[src/shared/exc_unit_map.vh]
// constants for the interrupt and trap exception unit
`ifndef EXC_UNIT_MAP_VH
`define EXC_UNIT_MAP_VH

// status word layout and reset value
`define SW_TRACE_BIT      15
`define SW_SUPER_BIT      13
`define SW_MASK_HI        10
`define SW_MASK_LO        8
`define SW_RESET          16'h2700

// vector numbers
`define VEC_ILLEGAL       8'h04
`define VEC_ZERO_DIV      8'h05
`define VEC_BOUNDS        8'h06
`define VEC_OVERFLOW      8'h07
`define VEC_PRIVILEGE     8'h08
`define VEC_LINE_A        8'h0a
`define VEC_LINE_F        8'h0b
`define VEC_SPURIOUS      8'h18
`define VEC_AUTO_BASE     8'h18
`define VEC_TRAP_BASE     8'h20

// opcode patterns
`define OP_ILL_A          16'h4afa
`define OP_ILL_B          16'h4afb
`define OP_ILL_C          16'h4afc
`define OP_BREAK          16'h4848
`define OP_BREAK_MASK     16'hfff8
`define OP_ANDI_SW        16'h027c
`define OP_EORI_SW        16'h0a7c
`define OP_ORI_SW         16'h007c
`define OP_MOVE_TO_SW     16'h46c0
`define OP_MOVE_FROM_SW   16'h40c0
`define OP_SW_MOVE_MASK   16'hffc0
`define OP_CTRL_MOVE      16'h4e7a
`define OP_CTRL_MOVE_MASK 16'hfffe
`define OP_ALT_MOVE       16'h0e00
`define OP_ALT_MOVE_MASK  16'hff00
`define OP_USP_MOVE       16'h4e60
`define OP_USP_MOVE_MASK  16'hfff0
`define OP_RESET          16'h4e70
`define OP_STOP           16'h4e72
`define OP_EXC_RETURN     16'h4e73
`define OP_LINE_A         4'ha
`define OP_LINE_F         4'hf

// function codes: acknowledge cycle and idle
`define FC_ACK            3'h7
`define FC_IDLE           3'h0

// register offsets
`define REG_CTRL          8'h00
`define REG_STATE         8'h04
`define REG_LAST          8'h08
`define REG_COUNT         8'h0c

// control register fields and reset
`define CTRL_FMT_BIT      0
`define CTRL_BREAK_BIT    1
`define CTRL_RESET        2'h3

// axi responses
`define RESP_OKAY         2'h0
`define RESP_SLVERR       2'h2

`endif

[src/design/interrupt_trap_exception_unit.v]
// exception recognition: interrupts, traps, illegal opcodes, privilege checks
`timescale 1ns/100ps
`include "exc_unit_map.vh"

// Function
// RQ1 - request is a level 1 to 7 on three lines; all negated means none
// RQ2 - 3-bit mask in status word blocks levels at or below it
// RQ3 - requests latched pending, tested only between instructions, else postponed
// RQ4 - on taking: copy status, supervisor on, trace off, mask gets level
// RQ5 - acknowledge cycle shows acknowledged level on the address bus
// RQ6 - autovector answer gives internal vector matching the level
// RQ7 - bus fault answer gives spurious vector and short frame
// RQ8 - outside logic asserts bus fault when nobody answers the acknowledge
// RQ9 - acknowledge ends by vector with transfer ack, autovector, or bus fault
// RQ10 - unprogrammed peripheral returns vector 15
// RQ11 - format word holds offset of vector times four, format zero
// RQ12 - interrupt stacks address of next instruction, then loads vector
// RQ13 - level 7 unmaskable; each rise to 7 makes an interrupt
// RQ14 - steady level 7 taken by comparison when mask drops below 7
// RQ15 - trap vector internal, partly from operand; stacks following address
// RQ16 - system call always traps; overflow and bounds checks trap on error
// RQ17 - divides trap when divisor is zero
// RQ18 - opcodes matching nothing legal, and three fixed patterns, trap illegal
// RQ19 - opcode lines 1010 and 1111 trap through separate vectors
// RQ20 - breakpoint opcodes run data-less cycle, then illegal processing
// RQ21 - privileged opcodes in user mode raise privilege violation
// RQ22 - privilege violation stacks offending instruction address
module interrupt_trap_exception_unit (
  // clock and reset
  input  wire        clk,
  input  wire        rst_b,
  // interrupt request lines, active low encoded
  input  wire [2:0]  intReqLinesN,
  // core side
  input  wire        boundaryReq,
  input  wire [15:0] nextOpcode,
  input  wire        opcodeLegal,
  input  wire [31:0] pcIn,
  input  wire        swWrite,
  input  wire [15:0] swIn,
  input  wire        trapExec,
  input  wire [3:0]  trapField,
  input  wire        ovfCheckExec,
  input  wire        ovfFlag,
  input  wire        boundsExec,
  input  wire        boundsOut,
  input  wire        divExec,
  input  wire        divisorZero,
  output reg         boundaryGo,
  output reg         excTake,
  output reg  [7:0]  excVector,
  output reg  [31:0] excStackPc,
  output reg  [15:0] excStackSw,
  output reg  [15:0] excFormatWord,
  output reg         excFormatEn,
  output reg  [15:0] statusWord,
  // acknowledge bus cycle
  output reg         ackCycle,
  output reg  [23:0] ackAddr,
  output reg  [2:0]  cycle_function_code,
  input  wire        transfer_ack_n,
  input  wire        periph_addr_valid_n,
  input  wire        autovector_req_n,
  input  wire        bus_fault_n,
  input  wire [7:0]  ackData,
  // axi4-lite slave
  input  wire [7:0]  awaddr,
  input  wire        awvalid,
  output reg         awready,
  input  wire [31:0] wdata,
  input  wire [3:0]  wstrb,
  input  wire        wvalid,
  output reg         wready,
  output reg  [1:0]  bresp,
  output reg         bvalid,
  input  wire        bready,
  input  wire [7:0]  araddr,
  input  wire        arvalid,
  output reg         arready,
  output reg  [31:0] rdata,
  output reg  [1:0]  rresp,
  output reg         rvalid,
  input  wire        rready
);

  localparam [2:0] ST_IDLE = 3'b001;
  localparam [2:0] ST_IACK = 3'b010;
  localparam [2:0] ST_BREAK = 3'b100;

  reg  [2:0]  state_reg;
  reg  [2:0]  pendLvl_reg;
  reg  [2:0]  prevLvl_reg;
  reg         nmiPend_reg;
  reg  [2:0]  ackLvl_reg;
  reg  [15:0] swCopy_reg;
  reg  [31:0] pcHold_reg;
  reg  [1:0]  ctrl_reg;
  reg  [7:0]  lastVec_reg;
  reg  [15:0] count_reg;
  reg  [7:0]  awAddr_reg;
  reg         awHeld_reg;
  reg  [31:0] wData_reg;
  reg         wHeld_reg;
  reg         wStrb0_reg;

  function match;
    input [15:0] op;
    input [15:0] pat;
    input [15:0] msk;
    begin
      match = ((op & msk) == pat);
    end
  endfunction

  function [15:0] formatWord;
    input [7:0] vec;
    begin
      formatWord = {4'h0, 2'h0, vec, 2'h0}; // RQ11
    end
  endfunction

  wire [2:0] reqLvl   = ~intReqLinesN; // RQ1
  wire [2:0] swMask   = statusWord[`SW_MASK_HI:`SW_MASK_LO];
  wire       superOn  = statusWord[`SW_SUPER_BIT];
  wire       nmiEdge  = (pendLvl_reg == 3'h7) && (prevLvl_reg != 3'h7); // RQ13
  wire       intReady = nmiPend_reg || (pendLvl_reg > swMask); // RQ2 RQ14
  wire [2:0] takeLvl  = nmiPend_reg ? 3'h7 : pendLvl_reg;

  wire isBreak = match(nextOpcode, `OP_BREAK, `OP_BREAK_MASK);
  wire isIll   = !opcodeLegal || isBreak || (nextOpcode == `OP_ILL_A) ||
                 (nextOpcode == `OP_ILL_B) || (nextOpcode == `OP_ILL_C); // RQ18
  wire isLineA = (nextOpcode[15:12] == `OP_LINE_A); // RQ19
  wire isLineF = (nextOpcode[15:12] == `OP_LINE_F); // RQ19
  wire isPriv  = (nextOpcode == `OP_ANDI_SW) || (nextOpcode == `OP_EORI_SW) ||
                 (nextOpcode == `OP_ORI_SW) || (nextOpcode == `OP_RESET) ||
                 (nextOpcode == `OP_STOP) || (nextOpcode == `OP_EXC_RETURN) ||
                 match(nextOpcode, `OP_MOVE_TO_SW, `OP_SW_MOVE_MASK) ||
                 match(nextOpcode, `OP_MOVE_FROM_SW, `OP_SW_MOVE_MASK) ||
                 match(nextOpcode, `OP_CTRL_MOVE, `OP_CTRL_MOVE_MASK) ||
                 match(nextOpcode, `OP_ALT_MOVE, `OP_ALT_MOVE_MASK) ||
                 match(nextOpcode, `OP_USP_MOVE, `OP_USP_MOVE_MASK); // RQ21

  wire grp2 = trapExec || (ovfCheckExec && ovfFlag) ||
              (boundsExec && boundsOut) || (divExec && divisorZero); // RQ16 RQ17
  wire ackEnd = !transfer_ack_n || !periph_addr_valid_n ||
                !autovector_req_n || !bus_fault_n;

  //////////////////////////////////////////////////////////////////////////////
  // exception selection

  reg        fire;
  reg        goIack;
  reg        goBreak;
  reg        proceed;
  reg [7:0]  fireVec;
  always @* begin
    fire    = 1'b0;
    goIack  = 1'b0;
    goBreak = 1'b0;
    proceed = 1'b0;
    fireVec = `VEC_ILLEGAL;
    case (state_reg)
      ST_IDLE: begin
        if (grp2) begin
          fire = 1'b1;
          if (trapExec)
            fireVec = `VEC_TRAP_BASE + {4'h0, trapField}; // RQ15
          else if (ovfCheckExec && ovfFlag)
            fireVec = `VEC_OVERFLOW; // RQ16
          else if (boundsExec && boundsOut)
            fireVec = `VEC_BOUNDS; // RQ16
          else
            fireVec = `VEC_ZERO_DIV; // RQ17
        end else if (boundaryReq) begin // RQ3
          if (intReady)
            goIack = 1'b1;
          else if (isBreak && ctrl_reg[`CTRL_BREAK_BIT])
            goBreak = 1'b1; // RQ20
          else if (isIll || isLineA || isLineF || (isPriv && !superOn)) begin
            fire = 1'b1;
            if (isIll)
              fireVec = `VEC_ILLEGAL; // RQ18
            else if (isLineA)
              fireVec = `VEC_LINE_A; // RQ19
            else if (isLineF)
              fireVec = `VEC_LINE_F; // RQ19
            else
              fireVec = `VEC_PRIVILEGE; // RQ21
          end else
            proceed = 1'b1; // RQ3
        end
      end
      ST_IACK: begin
        if (ackEnd) begin
          fire = 1'b1;
          if (!bus_fault_n)
            fireVec = `VEC_SPURIOUS; // RQ7
          else if (!transfer_ack_n)
            fireVec = ackData;
          else
            fireVec = `VEC_AUTO_BASE + {5'h00, ackLvl_reg}; // RQ6
        end
      end
      ST_BREAK: begin
        if (ackEnd) begin
          fire    = 1'b1;
          fireVec = `VEC_ILLEGAL; // RQ20
        end
      end
      default: begin
        fire = 1'b0;
      end
    endcase
  end

  //////////////////////////////////////////////////////////////////////////////
  // pending requests, status word and sequencing

  always @(posedge clk or negedge rst_b) begin
    if (!rst_b) begin
      state_reg           <= ST_IDLE;
      pendLvl_reg         <= 3'h0;
      prevLvl_reg         <= 3'h0;
      nmiPend_reg         <= 1'b0;
      ackLvl_reg          <= 3'h0;
      swCopy_reg          <= 16'h0000;
      pcHold_reg          <= 32'h0000_0000;
      statusWord          <= `SW_RESET;
      boundaryGo          <= 1'b0;
      excTake             <= 1'b0;
      excVector           <= 8'h00;
      excStackPc          <= 32'h0000_0000;
      excStackSw          <= 16'h0000;
      excFormatWord       <= 16'h0000;
      excFormatEn         <= 1'b0;
      ackCycle            <= 1'b0;
      ackAddr             <= 24'h00_0000;
      cycle_function_code <= `FC_IDLE;
      lastVec_reg         <= 8'h00;
      count_reg           <= 16'h0000;
    end else begin
      pendLvl_reg <= reqLvl; // RQ3
      prevLvl_reg <= pendLvl_reg;
      boundaryGo  <= proceed;
      excTake     <= fire;
      if (nmiEdge)
        nmiPend_reg <= 1'b1; // RQ13
      else if (goIack && takeLvl == 3'h7)
        nmiPend_reg <= 1'b0;
      if (swWrite && state_reg == ST_IDLE && !fire && !goIack && !goBreak)
        statusWord <= swIn; // RQ14
      if (goIack || goBreak || (fire && state_reg == ST_IDLE)) begin
        swCopy_reg <= statusWord; // RQ4
        pcHold_reg <= pcIn; // RQ12 RQ15 RQ22
        statusWord[`SW_SUPER_BIT] <= 1'b1; // RQ4
        statusWord[`SW_TRACE_BIT] <= 1'b0; // RQ4
      end
      if (goIack) begin
        statusWord[`SW_MASK_HI:`SW_MASK_LO] <= takeLvl; // RQ4
        ackLvl_reg          <= takeLvl;
        ackCycle            <= 1'b1;
        ackAddr             <= {20'h0_0000, takeLvl, 1'b0}; // RQ5
        cycle_function_code <= `FC_ACK;
        state_reg           <= ST_IACK;
      end else if (goBreak) begin
        ackCycle            <= 1'b1;
        ackAddr             <= 24'h00_0000; // RQ20
        cycle_function_code <= `FC_ACK;
        state_reg           <= ST_BREAK;
      end
      if (fire) begin
        excVector     <= fireVec;
        excStackPc    <= (state_reg == ST_IDLE) ? pcIn : pcHold_reg;
        excStackSw    <= (state_reg == ST_IDLE) ? statusWord : swCopy_reg;
        excFormatWord <= formatWord(fireVec); // RQ11
        excFormatEn   <= ctrl_reg[`CTRL_FMT_BIT];
        lastVec_reg   <= fireVec;
        count_reg     <= count_reg + 16'h0001;
        ackCycle            <= 1'b0;
        ackAddr             <= 24'h00_0000;
        cycle_function_code <= `FC_IDLE;
        state_reg           <= ST_IDLE;
      end
    end
  end

  //////////////////////////////////////////////////////////////////////////////
  // axi4-lite register access

  wire       doWrite  = awHeld_reg && wHeld_reg && !bvalid;
  wire [7:0] readAddr = araddr;

  always @(posedge clk or negedge rst_b) begin
    if (!rst_b) begin
      awready    <= 1'b0;
      wready     <= 1'b0;
      awHeld_reg <= 1'b0;
      wHeld_reg  <= 1'b0;
      awAddr_reg <= 8'h00;
      wData_reg  <= 32'h0000_0000;
      wStrb0_reg <= 1'b0;
      bvalid     <= 1'b0;
      bresp      <= `RESP_OKAY;
      ctrl_reg   <= `CTRL_RESET;
      arready    <= 1'b0;
      rvalid     <= 1'b0;
      rdata      <= 32'h0000_0000;
      rresp      <= `RESP_OKAY;
    end else begin
      awready <= !awHeld_reg && !awready && awvalid;
      wready  <= !wHeld_reg && !wready && wvalid;
      if (awvalid && awready) begin
        awHeld_reg <= 1'b1;
        awAddr_reg <= awaddr;
      end
      if (wvalid && wready) begin
        wHeld_reg <= 1'b1;
        wData_reg <= wdata;
        wStrb0_reg <= wstrb[0];
      end
      if (doWrite) begin
        awHeld_reg <= 1'b0;
        wHeld_reg  <= 1'b0;
        bvalid     <= 1'b1;
        if (awAddr_reg == `REG_CTRL) begin
          bresp <= `RESP_OKAY;
          if (wStrb0_reg)
            ctrl_reg <= wData_reg[1:0];
        end else if (awAddr_reg == `REG_STATE || awAddr_reg == `REG_LAST ||
                     awAddr_reg == `REG_COUNT)
          bresp <= `RESP_OKAY;
        else
          bresp <= `RESP_SLVERR;
      end else if (bvalid && bready)
        bvalid <= 1'b0;
      arready <= !arready && !rvalid && arvalid;
      if (arvalid && arready) begin
        rvalid <= 1'b1;
        rresp  <= `RESP_OKAY;
        case (readAddr)
          `REG_CTRL:  rdata <= {30'h0000_0000, ctrl_reg};
          `REG_STATE: rdata <= {6'h00, nmiPend_reg, pendLvl_reg, 3'h0, state_reg,
                                statusWord};
          `REG_LAST:  rdata <= {24'h00_0000, lastVec_reg};
          `REG_COUNT: rdata <= {16'h0000, count_reg};
          default: begin
            rdata <= 32'h0000_0000;
            rresp <= `RESP_SLVERR;
          end
        endcase
      end else if (rvalid && rready)
        rvalid <= 1'b0;
    end
  end

endmodule // interrupt_trap_exception_unit

[config.mk]
export PLATFORM = sky130hd
export DESIGN_NAME = interrupt_trap_exception_unit
export DESIGN_NICKNAME = d
export VERILOG_FILES = /design/src/design/interrupt_trap_exception_unit.v
export VERILOG_INCLUDE_DIRS = /design/src /design/src/shared
export SDC_FILE = /design/constraint.sdc
export NUM_CORES = 1
export LEC_CHECK = 0
export BUFFER_PORTS_ARGS = -buffer_cell sky130_fd_sc_hd__buf_2
export CORE_ASPECT_RATIO = 1.5
export CORE_MARGIN = 2
export CORE_UTILIZATION = 40
export CTS_CLUSTER_DIAMETER = 80
export DETAILED_ROUTE_END_ITERATION = 10
export PLACE_DENSITY = 0.66
export SETUP_SLACK_MARGIN = 0.2
export SYNTH_ARGS = -nofsm -noshare
export SYNTH_HDL_FRONTEND = slang
export SYNTH_SLANG_ARGS = --single-unit
[constraint.sdc]
create_clock -name clk -period 3.38 [get_ports clk]
set_clock_uncertainty 0.05 [all_clocks]
set_input_delay 0.338 -clock clk [delete_from_list [all_inputs] [get_ports clk]]
set_output_delay 0.338 -clock clk [all_outputs]
set_load 0.005 [all_outputs]
Yosys cells after proc, flatten, opt, wreduce, memory -nomap -nowiden

Index checks and enable logic that the tools add are counted.

Add/subtract/negate cells: 3
$lt $le $gt $ge: 1
Equality and inequality tests: 29
Multiplexer cells: 70
Bitwise logic cells: 1
Reductions and logical operators: 82

Operators with widths:

| operator                                        | count |
|---|---|
| one-hot mux 26 bit (4 select lines)             | 1 |
| == test 16 x 15 -> 1 bit, second input constant | 6 |
| two-way mux 24 bit                              | 3 |
| == test 8 x 4 -> 1 bit, second input constant   | 5 |
| two-way mux 1 bit                               | 36 |
| two-way mux 16 bit                              | 2 |
| two-way mux 32 bit                              | 1 |
| two-way mux 8 bit                               | 4 |
| logical OR 1 bit                                | 28 |
| logical AND 1 bit                               | 25 |
| two-way mux 3 bit                               | 8 |
| == test 10 x 9 -> 1 bit, second input constant  | 2 |
| two-way mux 4 bit                               | 5 |
| adder 16 x 1 -> 16 bit, second input constant   | 1 |
| == test 16 x 10 -> 1 bit, second input constant | 1 |
| == test 16 x 12 -> 1 bit, second input constant | 1 |
| == test 16 x 7 -> 1 bit, second input constant  | 1 |
| == test 8 x 3 -> 1 bit, second input constant   | 2 |
| logical NOT 1 bit                               | 16 |
| logical NOT 8 bit                               | 2 |
| one-hot mux 8 bit (2 select lines)              | 1 |
| == test 15 x 14 -> 1 bit, second input constant | 1 |
| two-way mux 2 bit                               | 7 |
| nonzero test 2 bit                              | 7 |
| other kinds (17)                                | 20 |

Register bits after elaboration: 236
Bits of input ports: 152
Output and inout port bits: 160
Logic and storage cells: 220

Longest topological paths before layout

Depth in word-level cells: 25
Depth in mapped cells: 12
Gate-level depth less buffers: 10

Worst setup path after synthesis

OpenSTA, ideal clock, no wires.

Path kind: in2reg
Start: input port nextOpcode[0]
End: register pcHold_reg[28]
Library setup time: 125 ps
Data arrival time: 2532 ps
Data required time: 3205 ps
Slack: 673 ps
Cell stages on the path: 10
Buffers on the path: 2
Cells stage by stage: or3b_1 nor3_1 a211oi_1 or4b_4 nand2_1 o31ai_1 a21oi_1 buf_4 buf_6 mux2_2

Longest elaborated chain between the ends: 21
Elaborated cells between the ends (all ways): 34
Classes of those cells: eq/ne: 9; mux: 6; reduce/logical: 19

RTL lines:

| element                                                                               | line                                | source |
|---|---|---|
| from (decl)                                                                           | interrupt_trap_exception_unit.v:36  | `input wire [15:0] nextOpcode,` |
| == test 16 x 10 -> 1 bit (no source line) or == test 16 x 12 -> 1 bit (tied branches) | --                                  |  |
| logical OR 1 bit (10 in series)                                                       | interrupt_trap_exception_unit.v:134 | `` wire isPriv = (nextOpcode == `OP_ANDI_SW) \|\| (nextOpcode == `OP_EORI_SW) \|\| `` |
| logical AND 1 bit                                                                     | interrupt_trap_exception_unit.v:179 | `else if (isIll \|\| isLineA \|\| isLineF \|\| (isPriv && !superOn)) begin` |
| logical OR 1 bit (*)                                                                  | interrupt_trap_exception_unit.v:179 |  |
| two-way mux 1 bit (*)                                                                 | interrupt_trap_exception_unit.v:179 |  |
| two-way mux 1 bit (*)                                                                 | interrupt_trap_exception_unit.v:177 | `` else if (isBreak && ctrl_reg[`CTRL_BREAK_BIT]) `` |
| two-way mux 1 bit (*)                                                                 | interrupt_trap_exception_unit.v:175 | `if (intReady)` |
| two-way mux 1 bit (*)                                                                 | interrupt_trap_exception_unit.v:174 | `end else if (boundaryReq) begin` |
| two-way mux 1 bit (*)                                                                 | interrupt_trap_exception_unit.v:164 | `if (grp2) begin` |
| one-hot mux 1 bit (2 select lines) (*)                                                | interrupt_trap_exception_unit.v:162 | `case (state_reg)` |
| logical AND 1 bit (*)                                                                 | interrupt_trap_exception_unit.v:252 | `if (goIack \|\| goBreak \|\| (fire && state_reg == ST_IDLE)) begin` |
| logical OR 1 bit (*)                                                                  | interrupt_trap_exception_unit.v:252 |  |
| to (signal assigned)                                                                  | interrupt_trap_exception_unit.v:254 | `pcHold_reg <= pcIn;` |
| to (decl)                                                                             | interrupt_trap_exception_unit.v:96  | `reg [31:0] pcHold_reg;` |

Mark *: on every way between the ends. The rest lies on a longest branch, timed or not.
A chain may end at the register's enable or synchronous reset.

Worst setup path in the final report

Start: register statusWord[9]
End: register excFormatWord[7]

Longest elaborated chain between the ends: 6

RTL lines:

| element                            | line                                | source |
|---|---|---|
| from (decl)                        | interrupt_trap_exception_unit.v:56  | `output reg [15:0] statusWord,` |
| from (signal assigned)             | interrupt_trap_exception_unit.v:228 | `` statusWord <= `SW_RESET; `` |
| from (signal assigned)             | interrupt_trap_exception_unit.v:251 | `statusWord <= swIn;` |
| from (signal, indexed assignment)  | interrupt_trap_exception_unit.v:259 | `` statusWord[`SW_MASK_HI:`SW_MASK_LO] <= takeLvl; `` |
| greater-than comparator 3 bit      | interrupt_trap_exception_unit.v:126 | `wire intReady = nmiPend_reg \|\| (pendLvl_reg > swMask);` |
| logical OR 1 bit                   | interrupt_trap_exception_unit.v:126 |  |
| two-way mux 1 bit                  | interrupt_trap_exception_unit.v:175 |  |
| two-way mux 1 bit                  | interrupt_trap_exception_unit.v:174 |  |
| two-way mux 1 bit                  | interrupt_trap_exception_unit.v:164 |  |
| one-hot mux 1 bit (2 select lines) | interrupt_trap_exception_unit.v:162 |  |
| to (signal assigned)               | interrupt_trap_exception_unit.v:275 | `excFormatWord <= formatWord(fireVec);` |
| to (decl)                          | interrupt_trap_exception_unit.v:54  | `output reg [15:0] excFormatWord,` |

No other way between the ends.

==> flow_summary.yaml <==
power:
  p_leak_nw: 5.62
  peakVddDrop_uv: 392
  powerDensity_nw_per_um2: 656
  finalPower_w: 0.00749
worst_setup_path:
  cp-start-kind: "flop"
  critPathKind: "flop to flop"
  crit_path_top_delay_cell: "dfstp_2"
  reg2regPathDepth: 11
  crit_buf_inv: 3
  worstPathCellList: "inv_1 -> ha_1 -> nor2b_1 -> o211ai_1 -> and2_1 -> nand3_1 -> a211oi_4 -> nor2_4 -> buf_12 -> a222oi_1 -> inv_1"
  timing.rr.start: "statusWord[9]"
  cp_top_family: "compound AO/OA/AOI/OAI gates"
  r2r-end: "excFormatWord[7]"
  crit_path_end_kind: "flop"
  cpPeakStageDelay_ns: 0.59
  cp_common_cell: "inv_1"
  cp.arrival_ns: 3.37
  path_max_fanout: 35
  cp.required_ns: 3.70
  rrSetupSlack_ns: 0.33
worst_hold_path:
  whs_path_depth: 2
  hp-class: "input pin to flop"
  min-delay-start: "wdata[0]"
  hold_path_end: "wData_reg[0]"
sta:
  fmax_ghz: 0.328
  setup_ws_ns: 0.332
  period_share_pct: 90.2
  slew-limit-headroom_pct: 39.0
  rsz0062_at_grt: "yes"
  setup_tns_ns: 0
  tightest_slew_ns: 0.913
  finalCriticalPeriod_ns: 3.05
  hold_viol: 0
  setup_viol: 0
  finalMaxSlewViolations: 0
grt:
  grt_overflow: 0
  grt_max_degree: 85
  grt_pass1_wl_mm: 37.2
  gr-usage-all-layers_pct: 19.5
  grt_pass1_vias: 6928
  antenna_found_initial: 2
synthesis:
  synth_area_per_cell_sq_um: 11.3
  synthMostInstantiatedCell: "dfrtp_1"
  yosys_warnings: 0
  ys_async_sr_fraction_pct: 100
  seq_area_frac_synth_pct: 54.8
  ys_ff_latch: 201
  yosysUniqueCellTypes: 62
  synthTopCellsByCount: "194 x dfrtp_1, 118 x nand2_1, 84 x o21ai_0"
  dominantRegCellSynth: "dfrtp_1"
  synth_top_cell_area_share_pct: 52.8
  synth_area_leader_cell: "dfrtp_1"
  synth_edf_count: 0
  syn_area_sq_um: 9200
  netlist_top_cells_area: "dfrtp_1 53%, mux2_2 9.4%, mux2i_1 5.4%, nand2_1 4.8%, o21ai_0 4.6%"
  syn_inst: 812
job:
  max_cap_viol_count: 0
detailed_routing:
  dr.pass1.iters: 5
  drc: 0
  ant_nets: 0
  vias: 6872
  vias_per_cell: 5.11
  wire_per_inst_um: 17.6
  drtIter0Drc: 291
  drt-total-wl_mm: 23.6
place:
  place_hpwl_mm: 17.3
  io_buffers: 238
  dp_cells: 1298
  gp_congestion: 0.853
  place_ws_ns: 0.282
die:
  die_area_sq_um: 24300
  core_area_sq_um: 22800
  ioPinCount: 312
  dieHeight_um: 190
  die_w_um: 128
  start_util_pct: 40.4
  placementRows: 68
layout:
  fin_nets: 1206
  synthToLayoutAreaGrowth_pct: 24.1
  fill_cells: 2102
  drive_gt1_share_pct: 36.1
  finalNonFillerCells: 1346
clocking:
  htree_levels: 1
  cts_tree: "built"
  clock_path_buffers: 3
  cts-root-buf: "clkbuf_16"
  clkTransAtPathRegs_ns: 0.06
  cts.sinks: 201
  clk_latency_ns: 0.49
  cts_buffers: 21
  post-cts-setup-buffers: 0
run_status:
  outcome: "completed"
## routing by layer
| layer | global-route usage (%) | part of all wire, % |
|---|---|---|
| met1 | 22.9 | 39 |
| met2 | 34.7 | 52 |
| met3 | 3.43 | 5.5 |
| met4 | 8.75 | 4.1 |
| met5 | 0 | 0 |
## logic make-up after synthesis
family	after synthesis	synth area share, %
other	1	0.0407
adders and majority gates	4	0.544
DFF	201	54.8
buffers and inverters	103	6.66
xor gates and xnor gates	18	1.71
AOI/OAI and AO/OA	143	9.34
and+or+nand+nor	210	11.4
muxes	132	15.6
## worst max-delay path by stage
stage	cells after the start	slack, ns	to	start
floorplan	10	0.67	pcHold_reg[28]	nextOpcode[0]
global placement	10	0.27	excFormatWord[7]	nextOpcode[12]
detailed placement	11	0.28	excFormatWord[7]	statusWord[9]
CTS	11	0.25	excFormatWord[7]	statusWord[9]
global route	11	0.11	excFormatWord[7]	statusWord[9]
finish	11	0.33	excFormatWord[7]	statusWord[9]
## where the power goes
group / total (W) / switching, W / leakage (nW) / internal, W
sequential: 0.00340 / 0.000436 / 2.44 / 0.00296
clock: 0.00257 / 0.000945 / 0.383 / 0.00163
combinational: 0.00152 / 0.000753 / 2.79 / 0.000764
## metrics by stage
| stage | utilization, % | area [sq um] | hold slack, ns |
|---|---|---|---|
| floorplan | - | 9350 | -0.00759 |
| global placement | 46.2 | 10500 | 0.324 |
| detailed placement | 46.2 | 10500 | 0.325 |
| CTS | 50.0 | 11400 | 0.00421 |
| global route | 50.1 | 11400 | 0.0106 |
| finish | 50.1 | 11400 | 0.0207 |
## final cells by class
cell class | instances | area [sq um] | share of cell area (%)
diodes | 2 | 5.00 | 0.0438
clock buffers | 28 | 602 | 5.27
clock inverters | 9 | 170 | 1.49
inverters | 18 | 67.6 | 0.592
multi-input cells | 547 | 3730 | 32.6
flip-flops and latches | 201 | 5040 | 44.1
well taps | 280 | 350 | 3.07
repair buffers | 261 | 1460 | 12.8
## placed cells by master (no fill, tap or decap), drive strengths merged, types with 4 or more instances in the layout
cell type,instances
a211oi,4
a21oi,13
a22oi,15
and3,6
buf,251
bufinv,5
clkbuf,29
clkinv,4
conb,40
dfrtp,194
dfstp,7
dlygate4sd3,9
ha,4
inv,18
mux2,81
mux2i,50
nand2,118
nand2b,4
nand3,14
nand4,4
nor2,17
nor2b,5
nor3,12
nor3b,5
nor4,4
o21ai,84
o31ai,4
xnor2,7
xor2,11
## timing repair
action                     CTS  global route
hold endpoints to repair    70             0
gates resized for setup      0             2
hold buffers                 9             0
setup endpoints to repair    0             3
Note: power is estimated with default switching activity, not from simulation.
